`config.mk`:
```
export PLATFORM = sky130hd
export DESIGN_NAME = pcg_top
export DESIGN_NICKNAME = d
export VERILOG_FILES = /design/src/design/pcg_top.v
export VERILOG_INCLUDE_DIRS = /design/src /design/src/design
export SDC_FILE = /design/constraint.sdc
export NUM_CORES = 1
export LEC_CHECK = 0
export BUFFER_PORTS_ARGS = -buffer_cell sky130_fd_sc_hd__buf_2
export CAP_MARGIN = 5
export CORE_ASPECT_RATIO = 0.75
export CORE_MARGIN = 8
export CORE_UTILIZATION = 41
export CTS_CLUSTER_SIZE = 16
export DETAILED_ROUTE_END_ITERATION = 6
export GPL_ROUTABILITY_DRIVEN = 0
export GPL_TIMING_DRIVEN = 1
export HOLD_SLACK_MARGIN = 0.12
export PLACE_DENSITY = 0.9
export SYNTH_ARGS = -nofsm -noshare
export SYNTH_HDL_FRONTEND = slang
export SYNTH_SLANG_ARGS = --single-unit
```
`constraint.sdc`:
```
create_clock -name mclk_i -period 2 [get_ports mclk_i]
set_input_delay 0.2 -clock mclk_i [delete_from_list [all_inputs] [get_ports mclk_i]]
set_output_delay 0.2 -clock mclk_i [all_outputs]
set_load 0.01 [all_outputs]
```
`src/design/pcg_map.vh`:
```
// register map and field layout of the peripheral clock gating block
// assumes a 32-bit bus with one aligned word per register index
`ifndef PCG_MAP_VH
`define PCG_MAP_VH

// register indices, byte address is four times the index
`define PCG_IDX_CTRL0     8'h64
`define PCG_IDX_CTRL1     8'h65
`define PCG_IDX_STAT0     8'h66
`define PCG_IDX_STAT1     8'h67

// writable bits of each control register, reserved bits stay zero
`define PCG_CTRL0_MASK    8'hEF
`define PCG_CTRL1_MASK    8'h3F
`define PCG_CTRL_RESET    8'h00

// field positions in the first control register
`define PCG_B0_TWO_WIRE   7
`define PCG_B0_TIMER_2    6
`define PCG_B0_TIMER_0    5
`define PCG_B0_TIMER_1    3
`define PCG_B0_SERIAL     2
`define PCG_B0_UART_0     1
`define PCG_B0_CONVERTER  0

// field positions in the second control register
`define PCG_B1_TIMER_5    5
`define PCG_B1_TIMER_4    4
`define PCG_B1_TIMER_3    3
`define PCG_B1_UART_3     2
`define PCG_B1_UART_2     1
`define PCG_B1_UART_1     0

// peripheral slots in the gate vector
`define PCG_NUM_PERIPH    13
`define PCG_P_CONVERTER   0
`define PCG_P_UART_0      1
`define PCG_P_SERIAL      2
`define PCG_P_TIMER_1     3
`define PCG_P_TIMER_0     4
`define PCG_P_TIMER_2     5
`define PCG_P_TWO_WIRE    6
`define PCG_P_UART_1      7
`define PCG_P_UART_2      8
`define PCG_P_UART_3      9
`define PCG_P_TIMER_3     10
`define PCG_P_TIMER_4     11
`define PCG_P_TIMER_5     12

// bus constants
`define PCG_HTRANS_NONSEQ 2'h2
`define PCG_HRESP_OKAY    1'h0
`endif

```
`src/design/pcg_top.v`:
```
// peripheral clock gating: two gating registers on an ahb-lite slave,
// one glitch-free clock gate and one access blocker per peripheral
// assumes every port is on mclk_i; peripherals run on the gated clocks
`timescale 1ns/1ps
`default_nettype none
`include "pcg_map.vh"

// What this block does
// - a gated peripheral keeps frozen state and its register access is blocked
// - clearing a gate bit restarts the clock, peripheral resumes unchanged
// - gating acts in active and idle; deeper sleep already stops clocks
// - first register bit 7 gates the two-wire interface; reinit afterwards
// - first register bit 6 gates timer 2 only when not asynchronous
// - first register bits 5 and 3 gate timers 0 and 1
// - first register bit 4 is reserved, ignores writes, reads zero
// - first register bit 2 gates the serial peripheral interface
// - first register bit 1 gates uart 0; reinit afterwards
// - first register bit 0 gates the converter; disable it beforehand
// - second register bits 7 and 6 reserved, ignore writes, read zero
// - second register bits 5, 4, 3 gate timers 5, 4, 3
// - second register bits 2, 1, 0 gate uarts 3, 2, 1
module pcg_top (
   // clock and reset
   input  wire        mclk_i,
   input  wire        rstn_i,
   // ahb-lite slave
   input  wire        hsel_i,
   input  wire [31:0] haddr_i,
   input  wire [1:0]  htrans_i,
   input  wire        hwrite_i,
   input  wire [2:0]  hsize_i,
   input  wire        hready_i,
   input  wire [31:0] hwdata_i,
   output wire        hreadyout_o,
   output wire        hresp_o,
   output reg  [31:0] hrdata_o,
   // system state
   input  wire        clk_io_run_i,
   input  wire        timer2_async_select_i,
   // register access requests from the cpu to each peripheral
   input  wire [12:0] periph_access_i,
   output wire [12:0] periph_access_o,
   // gated peripheral clocks
   output wire        clk_converter_o,
   output wire        clk_uart_0_o,
   output wire        clk_serial_periph_o,
   output wire        clk_timer_1_o,
   output wire        clk_timer_0_o,
   output wire        clk_timer_2_o,
   output wire        clk_two_wire_o,
   output wire        clk_uart_1_o,
   output wire        clk_uart_2_o,
   output wire        clk_uart_3_o,
   output wire        clk_timer_3_o,
   output wire        clk_timer_4_o,
   output wire        clk_timer_5_o
);

   // software registers
   reg  [7:0]  clock_gate_ctrl_0;
   reg  [7:0]  clock_gate_ctrl_1;
   // data phase bookkeeping
   reg         dp_write;
   reg  [7:0]  dp_index;
   // applied gate state and sleep flag, both moved on the falling edge
   wire [12:0] gate_q;
   reg         run_q;
   // combinational helpers
   wire        addr_take;
   wire [12:0] gate_req;
   reg  [7:0]  next_rdata;

   // word index of an address; upper bits must be zero to hit
   function [8:0] pcg_index;
      input [31:0] addr;
      begin
         if (addr[31:10] == 22'h000000) begin
            pcg_index = {1'b1, addr[9:2]};
         end else begin
            pcg_index = 9'h000;
         end
      end
   endfunction

   // true when the address hits the given register index
   function pcg_hit;
      input [31:0] addr;
      input [7:0]  idx;
      reg   [8:0]  dec;
      begin
         dec = pcg_index(addr);
         pcg_hit = dec[8] && (dec[7:0] == idx);
      end
   endfunction

   // map the two registers onto the peripheral slot order
   function [12:0] pcg_gate_vec;
      input [7:0] r0;
      input [7:0] r1;
      input       t2_async;
      reg   [12:0] v;
      begin
         v = 13'h0000;
         v[`PCG_P_CONVERTER] = r0[`PCG_B0_CONVERTER];
         v[`PCG_P_UART_0]    = r0[`PCG_B0_UART_0];
         v[`PCG_P_SERIAL]    = r0[`PCG_B0_SERIAL];
         v[`PCG_P_TIMER_1]   = r0[`PCG_B0_TIMER_1];
         v[`PCG_P_TIMER_0]   = r0[`PCG_B0_TIMER_0];
         // async timer 2 keeps its own clock, so the bit has no hold there
         v[`PCG_P_TIMER_2]   = r0[`PCG_B0_TIMER_2] & ~t2_async;
         v[`PCG_P_TWO_WIRE]  = r0[`PCG_B0_TWO_WIRE];
         v[`PCG_P_UART_1]    = r1[`PCG_B1_UART_1];
         v[`PCG_P_UART_2]    = r1[`PCG_B1_UART_2];
         v[`PCG_P_UART_3]    = r1[`PCG_B1_UART_3];
         v[`PCG_P_TIMER_3]   = r1[`PCG_B1_TIMER_3];
         v[`PCG_P_TIMER_4]   = r1[`PCG_B1_TIMER_4];
         v[`PCG_P_TIMER_5]   = r1[`PCG_B1_TIMER_5];
         pcg_gate_vec = v;
      end
   endfunction

   // zero wait states, every transfer answers okay
   assign hreadyout_o = 1'b1;
   assign hresp_o     = `PCG_HRESP_OKAY;

   // an address phase is taken when selected, nonseq and ready
   assign addr_take = hsel_i && (htrans_i == `PCG_HTRANS_NONSEQ) &&
                      hready_i;

   // capture the address phase for the following data phase
   always @(posedge mclk_i or negedge rstn_i) begin
      if (!rstn_i) begin
         dp_write <= 1'b0;
         dp_index <= 8'h00;
      end else if (addr_take) begin
         dp_write <= hwrite_i && pcg_index(haddr_i) != 9'h000;
         dp_index <= haddr_i[9:2];
      end else begin
         dp_write <= 1'b0;
      end
   end

   // write in the data phase; reserved bits are masked off
   always @(posedge mclk_i or negedge rstn_i) begin
      if (!rstn_i) begin
         clock_gate_ctrl_0 <= `PCG_CTRL_RESET;
         clock_gate_ctrl_1 <= `PCG_CTRL_RESET;
      end else if (dp_write) begin
         if (dp_index == `PCG_IDX_CTRL0) begin
            clock_gate_ctrl_0 <= hwdata_i[7:0] & `PCG_CTRL0_MASK;
         end
         if (dp_index == `PCG_IDX_CTRL1) begin
            clock_gate_ctrl_1 <= hwdata_i[7:0] & `PCG_CTRL1_MASK;
         end
      end
   end

   // read mux, looked up in the address phase so data is ready next cycle
   always @* begin
      next_rdata = 8'h00;
      if (pcg_hit(haddr_i, `PCG_IDX_CTRL0)) begin
         next_rdata = clock_gate_ctrl_0 & `PCG_CTRL0_MASK;
      end else if (pcg_hit(haddr_i, `PCG_IDX_CTRL1)) begin
         next_rdata = clock_gate_ctrl_1 & `PCG_CTRL1_MASK;
      end else if (pcg_hit(haddr_i, `PCG_IDX_STAT0)) begin
         next_rdata = gate_q[7:0];
      end else if (pcg_hit(haddr_i, `PCG_IDX_STAT1)) begin
         next_rdata = {3'h0, gate_q[12:8]};
      end
   end

   // read data register; unmapped words read zero
   always @(posedge mclk_i or negedge rstn_i) begin
      if (!rstn_i) begin
         hrdata_o <= 32'h00000000;
      end else if (addr_take && !hwrite_i) begin
         hrdata_o <= {24'h000000, next_rdata};
      end
   end

   // wanted gate state, straight from the registers
   assign gate_req = pcg_gate_vec(clock_gate_ctrl_0, clock_gate_ctrl_1,
                                  timer2_async_select_i);

   // sleep flag moves on the falling edge too, so a deep sleep also
   // stops the gated clocks only while the source clock is low
   always @(negedge mclk_i or negedge rstn_i) begin
      if (!rstn_i) begin
         run_q <= 1'b1;
      end else begin
         run_q <= clk_io_run_i;
      end
   end

   // converter: software disables it first, or a conversion is cut
   pcg_clk_gate gate_converter_u (
      .clk_i  (mclk_i),
      .rstn_i (rstn_i),
      .run_i  (run_q),
      .hold_i (gate_req[`PCG_P_CONVERTER]),
      .gclk_o (clk_converter_o),
      .held_o (gate_q[`PCG_P_CONVERTER])
   );

   // uart 0: a frame in flight is lost, software reinitialises it
   pcg_clk_gate gate_uart_0_u (
      .clk_i  (mclk_i),
      .rstn_i (rstn_i),
      .run_i  (run_q),
      .hold_i (gate_req[`PCG_P_UART_0]),
      .gclk_o (clk_uart_0_o),
      .held_o (gate_q[`PCG_P_UART_0])
   );

   // serial peripheral interface: reinitialised by software on release
   pcg_clk_gate gate_serial_periph_u (
      .clk_i  (mclk_i),
      .rstn_i (rstn_i),
      .run_i  (run_q),
      .hold_i (gate_req[`PCG_P_SERIAL]),
      .gclk_o (clk_serial_periph_o),
      .held_o (gate_q[`PCG_P_SERIAL])
   );

   // timer 1: counts on from where it stopped
   pcg_clk_gate gate_timer_1_u (
      .clk_i  (mclk_i),
      .rstn_i (rstn_i),
      .run_i  (run_q),
      .hold_i (gate_req[`PCG_P_TIMER_1]),
      .gclk_o (clk_timer_1_o),
      .held_o (gate_q[`PCG_P_TIMER_1])
   );

   // timer 0: counts on from where it stopped
   pcg_clk_gate gate_timer_0_u (
      .clk_i  (mclk_i),
      .rstn_i (rstn_i),
      .run_i  (run_q),
      .hold_i (gate_req[`PCG_P_TIMER_0]),
      .gclk_o (clk_timer_0_o),
      .held_o (gate_q[`PCG_P_TIMER_0])
   );

   // timer 2: the hold request is already dropped in async mode
   pcg_clk_gate gate_timer_2_u (
      .clk_i  (mclk_i),
      .rstn_i (rstn_i),
      .run_i  (run_q),
      .hold_i (gate_req[`PCG_P_TIMER_2]),
      .gclk_o (clk_timer_2_o),
      .held_o (gate_q[`PCG_P_TIMER_2])
   );

   // two-wire interface: bus state may be stale once released
   pcg_clk_gate gate_two_wire_u (
      .clk_i  (mclk_i),
      .rstn_i (rstn_i),
      .run_i  (run_q),
      .hold_i (gate_req[`PCG_P_TWO_WIRE]),
      .gclk_o (clk_two_wire_o),
      .held_o (gate_q[`PCG_P_TWO_WIRE])
   );

   // uart 1: reinitialised by software on release
   pcg_clk_gate gate_uart_1_u (
      .clk_i  (mclk_i),
      .rstn_i (rstn_i),
      .run_i  (run_q),
      .hold_i (gate_req[`PCG_P_UART_1]),
      .gclk_o (clk_uart_1_o),
      .held_o (gate_q[`PCG_P_UART_1])
   );

   // uart 2: reinitialised by software on release
   pcg_clk_gate gate_uart_2_u (
      .clk_i  (mclk_i),
      .rstn_i (rstn_i),
      .run_i  (run_q),
      .hold_i (gate_req[`PCG_P_UART_2]),
      .gclk_o (clk_uart_2_o),
      .held_o (gate_q[`PCG_P_UART_2])
   );

   // uart 3: reinitialised by software on release
   pcg_clk_gate gate_uart_3_u (
      .clk_i  (mclk_i),
      .rstn_i (rstn_i),
      .run_i  (run_q),
      .hold_i (gate_req[`PCG_P_UART_3]),
      .gclk_o (clk_uart_3_o),
      .held_o (gate_q[`PCG_P_UART_3])
   );

   // timer 3: counts on from where it stopped
   pcg_clk_gate gate_timer_3_u (
      .clk_i  (mclk_i),
      .rstn_i (rstn_i),
      .run_i  (run_q),
      .hold_i (gate_req[`PCG_P_TIMER_3]),
      .gclk_o (clk_timer_3_o),
      .held_o (gate_q[`PCG_P_TIMER_3])
   );

   // timer 4: counts on from where it stopped
   pcg_clk_gate gate_timer_4_u (
      .clk_i  (mclk_i),
      .rstn_i (rstn_i),
      .run_i  (run_q),
      .hold_i (gate_req[`PCG_P_TIMER_4]),
      .gclk_o (clk_timer_4_o),
      .held_o (gate_q[`PCG_P_TIMER_4])
   );

   // timer 5: counts on from where it stopped
   pcg_clk_gate gate_timer_5_u (
      .clk_i  (mclk_i),
      .rstn_i (rstn_i),
      .run_i  (run_q),
      .hold_i (gate_req[`PCG_P_TIMER_5]),
      .gclk_o (clk_timer_5_o),
      .held_o (gate_q[`PCG_P_TIMER_5])
   );

   // a frozen peripheral cannot take reads or writes; the block uses
   // the applied gate state so access and clock stop together
   assign periph_access_o = periph_access_i & ~gate_q;

endmodule

// glitch-free gate for one peripheral clock: the hold flop moves on the
// falling edge, so the and gate only ever sees a change in the low phase
module pcg_clk_gate (
   // source clock and reset
   input  wire clk_i,
   input  wire rstn_i,
   // sleep flag moved on the falling edge, wanted hold settled before it
   input  wire run_i,
   input  wire hold_i,
   // gated clock and the applied hold
   output wire gclk_o,
   output reg  held_o
);

   // hold flop on the falling edge; reset leaves the clock running
   always @(negedge clk_i or negedge rstn_i) begin
      if (!rstn_i) begin
         held_o <= 1'b0;
      end else begin
         held_o <= hold_i;
      end
   end

   // a held peripheral sees no edge, so its flops keep their state
   assign gclk_o = clk_i & run_i & ~held_o;

endmodule
`default_nettype wire

```
==> results of run 1 <==
worst min-delay path: cells and delay by family:
family                 cells  cell delay (ns)
AO/OA/AOI/OAI              1             0.07
buffers and inverters      1             0.10
AND/OR/NAND/NOR            2             0.14
how the worst min path moves through the flow:
stage / endpoint / depth (start not counted) / startpoint
floorplan: clock_gate_ctrl_0[0] / 0 / rstn_i
global placement: clock_gate_ctrl_0[2] / 1 / rstn_i
detailed placement: clock_gate_ctrl_0[2] / 1 / rstn_i
CTS: hrdata_o[7] / 4 / haddr_i[11]
global route: hrdata_o[6] / 4 / haddr_i[30]
finish: hrdata_o[6] / 4 / haddr_i[30]
timing repair:
item	4_1_cts	5_1_grt
resized for setup	17	19
endpoints found under the hold margin	50	0
endpoints found under the setup margin	44	51
pin swaps	2	2
hold buffers	16	0
buffers inserted	4	1
routing by layer:
metal	share of wire	track usage	vias up
met5	0	0	-
met4	0.037	0.151	0
met3	0.12	0.0996	28
met2	0.48	0.256	127
met1	0.36	0.152	916
li1	-	-	883
where the power goes:
part | total, W | internal (W) | switching, W | leakage (nW)
Combinational | 0.000230 | 0.000107 | 0.000123 | 0.887
Clock | 0.00132 | 0.000677 | 0.000639 | 0.224
Sequential | 0.000944 | 0.000923 | 0.0000210 | 0.600
Total | 0.00249 | 0.00171 | 0.000783 | 1.71
metrics by stage:
step                std cells   util
global placement          371  0.523
floorplan                 221      -
global route              406  0.620
finish                    406  0.620
CTS                       408  0.612
detailed placement        371  0.523
registers in the layout, summed over array words and instances, names as in the netlist, 6 cells and up:
name,count
hrdata_o,8
dp_index,8
clock_gate_ctrl_1,6
clock_gate_ctrl_0,7
cells in the final DEF (no fill, tap or decap), types with 2 or more instances in the layout:
cell type and n:
clkinv_1 2, mux2_2 14, clkbuf_8 8, mux2i_1 2
inv_1 4, nor4_1 4, nand4_1 5, dfrtn_1 13
dfrtp_1 30, mux4_2 4, nand2_1 30, nor2_1 5
o31ai_1 2, buf_2 87, o21ai_0 2, buf_6 15
nor2_2 5, conb_1 26, dlygate4sd3_1 16, o41ai_2 2
nor2_4 7, buf_4 9, o21ai_1 4, clkinv_2 2
nor2b_1 14
cells by family (layout without fill, tap and decap cells):
group                  Yosys count  after routing  share of synthesized area
DFF                             44             44                      0.510
other                            2             26                    0.00348
and+or+nand+nor                 82             82                      0.210
AOI/OAI and AO/OA               12             12                     0.0376
muxes                           21             21                      0.129
buffers and inverters           36            146                      0.110
cell type report:
class | instances | area share
clock buffers | 23 | 0.0783
multi-input cells | 141 | 0.309
inverters | 3 | 0.00349
well taps | 75 | 0.0291
clock inverters | 5 | 0.00659
repair buffers | 115 | 0.232
flip-flops and latches | 44 | 0.341
==> results.cfg, run 1 <==
[routing]
final_antenna_net_count = 0
routed_wl_mm = 6.60
drt_iter0_drc = 83
drt_pre_antenna_iters = 4
via_count = 1954
routedWlPerCell_um = 16.3
via_per_inst = 4.81
route.detailed.drc = 0

[finish]
multi_input_area_um2 = 998
fillers = 408
area_growth_pct = 49.5
design_area_um2 = 3230
layout-drive-gt1-share = 0.508
n_antenna_cell = 0
fin_nets = 418
seq_area_um2 = 1100

[yosys]
synth_most_common_cell = nand2_1
synth_area_leaders = dfrtp_1 (35%), dfrtn_1 (15%), buf_4 (9.0%)
yosysUniqueCellTypes = 35
synth_common_cells = nand2_1 (31), dfrtp_1 (30), buf_4 (26), nor2_1 (16), nor2b_1 (15)
yosysWarnings = 0
dominantRegCellSynth = dfrtp_1
synth_top_area_share = 0.347
postSynthCellCount = 197
async_flop_share = 1.00
ys_seq_elements = 44
avgSynthCellArea_um2 = 11.0
synth.largest_area_cell = dfrtp_1
synth-edff-count = 0
ys_seq_area_frac = 0.510
syn-cell-area_um2 = 2160

[grt]
grt_pass1_vias = 2231
grt_max_degree = 31
grt.overflow.total = 0
antenna_found_initial = 0
grt_pass1_wl_mm = 9.98
track_usage = 0.166

[die]
rows = 23
ios = 149
core_area_um2 = 5210
die_w_um = 99.8
die_y_um = 78.9
die-area_um2 = 7870
start_util = 0.415

[cts]
clkTransAtPathRegs_ns = 0.08
cts_tree = done
clock_latency_ns = 0.42

[placed_design]
place_ws_ns = -0.133
place_area_um2 = 2720
place.detailed.hpwl_mm = 4.70
io_buffers = 93

[critical_path]
crit_end = clk_timer_2_o
reg2reg_slack_ns = -0.31
rr_worst_depth = 4
cp_data_arrival_time_ns = 2.49
critPathLaunch = run_q
cp_max_fo = 7
cp.depth = 4
crit_chain = nand2_4 > buf_8 > nor2_1 > buf_2
critPathKind = reg2out
start_kind = flop
worst_path_largest_cell_delay_ns = 0.55
r2r-start = gate_timer_3_u.held_o
required_ns = 1.80
r2r-end = hrdata_o[2]
worst-path-buf-inv = 2
cp-end-kind = output pin
crit_slowest_cell = dfstp_2
critPathTopFamily = flip-flops

[run]
maxCapViolCount = 0

[pwr]
peakVddDrop_mv = 0.672
power_w = 0.00249
p_leak_nw = 1.71
power.density_nw_per_um2 = 771

[sta]
setup_violations = 47
rsz0062_at_grt = yes
setup_ws_ns = -0.691
final.setup.tns_ns = -13.61
hold_ws_ns = 0.155
worst_clock_skew_ns = 0.0229
slew_violations = 0
hold_violations = 0

[worst_hold_path]
hold_path.class = in2reg

[outcome]
status = complete, but fails checks
violations = setup timing
(Power assumes the default switching activity.)
==> inputs of run 2 (changes only) <==
Settings changed: SETUP_SLACK_MARGIN set to 0.1.
==> results.cfg, run 2 (synthesis gave the netlist of run 1 again) <==
[outcome]
status = complete, but fails checks
violations = setup timing

[finish]
mostFrequentLayoutCells = buf_2 (86), dfrtp_1 (30), nand2_1 (29)
layout-drive-gt1-share = 0.515
final_util = 0.644
design_area_um2 = 3360
reg.largest.list = dp_index (8), hrdata_o (8), clock_gate_ctrl_0 (7)
fin_nets = 425
layout_commonest_cell = buf_2
n_antenna_cell = 0
area_growth_pct = 55.3

[routing]
via_per_inst = 4.77
routedWlPerCell_um = 16.5
route.detailed.drc = 0
via_count = 1972
drt_pre_antenna_iters = 4
routed_wl_mm = 6.81
drt_iter0_drc = 115
final_antenna_net_count = 0

[pwr]
seq_power_share = 0.340
power_frac_comb = 0.088
power_w = 0.00277
peakVddDrop_mv = 0.605
clockPowerShare = 0.572
internal-power_w = 0.00197
power.density_nw_per_um2 = 826
swShare = 0.288
p_leak_nw = 1.79
p_sw_w = 0.000799

[sta]
worst_clock_skew_ns = 0.0217
hold_ws_ns = 0.124
setup_violations = 47
rsz0062_at_grt = yes
hold_violations = 0
setup_ws_ns = -0.783
slew_violations = 0
final.setup.tns_ns = -15.00

[critical_path]
crit_slowest_cell = dfstp_2
cp-end-kind = output pin
crit_end = clk_two_wire_o
reg2reg_slack_ns = -0.29
critPathTopFamily = flip-flops
critPathLaunch = run_q
critPathKind = reg2out
crit_chain = nand2_2 > buf_8 > clkbuf_16 > nor2_4 > buf_6
start_kind = flop
cp_data_arrival_time_ns = 2.58
required_ns = 1.80
cp_max_fo = 7
worst-path-buf-inv = 3
cp.depth = 5
worst_path_largest_cell_delay_ns = 0.53
r2r-end = hrdata_o[0]
rr_worst_depth = 4
r2r-start = gate_converter_u.held_o

[placed_design]
place_area_um2 = 2730
io_buffers = 93
place.detailed.hpwl_mm = 4.65

[grt]
track_usage = 0.170
grt_pass1_vias = 2298
grt_max_degree = 17
grt_pass1_wl_mm = 10.3
antenna_found_initial = 0
grt.overflow.total = 0

[run]
maxCapViolCount = 0

[die]
die_y_um = 78.9
start_util = 0.415
ios = 149
core_area_um2 = 5210
die_w_um = 99.8
die-area_um2 = 7870
rows = 23

[worst_hold_path]
hold_path_depth = 4
hold_path.class = in2reg

[cts]
cts_tree = done
clkTransAtPathRegs_ns = 0.09
clock_latency_ns = 0.43
## run 2: cell count changes in the layout (fill, tap and decap cells not counted), moves of 3 or more
cell / change
clkbuf_8: +6
nor2b_4: +4
nor2b_1: -3
nor2_1: +4
nor2_4: -4
## run 2: power groups by stage
stage	sequential [W]	clock (W)	combinational, W
6_report	0.000942	0.00159	0.000244
5_1_grt	0.000945	0.00171	0.000267
4_1_cts	0.000941	0.00156	0.000228
3_5_place_dp	0.000958	0.000317	0.000199
3_3_place_gp	0.000955	0.000317	0.000192
2_1_floorplan	0.000953	0.000231	0.000128
## run 2: area by class of cell
class                      count  area, um^2
sequential                    44        1100
inverter                       3        11.3
multi-input combinational    141         993
tap                           75        93.8
clock buffer                  30         342
timing repair buffer         118         806
fill                         399        1850
clock inverter                 2        7.51
## run 2: per-stage QoR
step / cells / setup slack [ns]
6_report: 413 / -0.783
2_1_floorplan: 221 / -0.0923
3_3_place_gp: 372 / -0.104
4_1_cts: 412 / -0.781
3_5_place_dp: 372 / -0.121
5_1_grt: 413 / -0.846
## run 2: worst min-delay path by stage
stage	startpoint	endpoint	slack, ns
2_1_floorplan	rstn_i	clock_gate_ctrl_0[0]	-0.1
3_3_place_gp	rstn_i	clock_gate_ctrl_1[2]	0.11
3_5_place_dp	rstn_i	clock_gate_ctrl_1[2]	0.11
4_1_cts	haddr_i[11]	hrdata_o[2]	0.12
5_1_grt	haddr_i[11]	hrdata_o[2]	0.14
6_report	haddr_i[11]	hrdata_o[2]	0.12
## run 2: what timing repair did
item,CTS,global route
setup buffers,4,1
gates resized for setup,16,20
hold buffers,18,0
gates cloned,0,0
pin swaps,2,3
hold endpoints to repair,38,0
endpoints found under the setup margin,47,48
## run 2: worst min-delay path, cell delays in order
cell	delay [ns]
buf_2	0.10
nor3_4	0.06
nand4_1	0.08
o21ai_1	0.06
## run 2: per-layer routing
layer	vias up	part of all wire	global-route usage	routed length, um
li1	894	-	-	-
met1	918	0.37	0.176	2510
met2	133	0.47	0.239	3190
met3	27	0.13	0.106	870
met4	0	0.035	0.151	240
met5	-	0	0	0
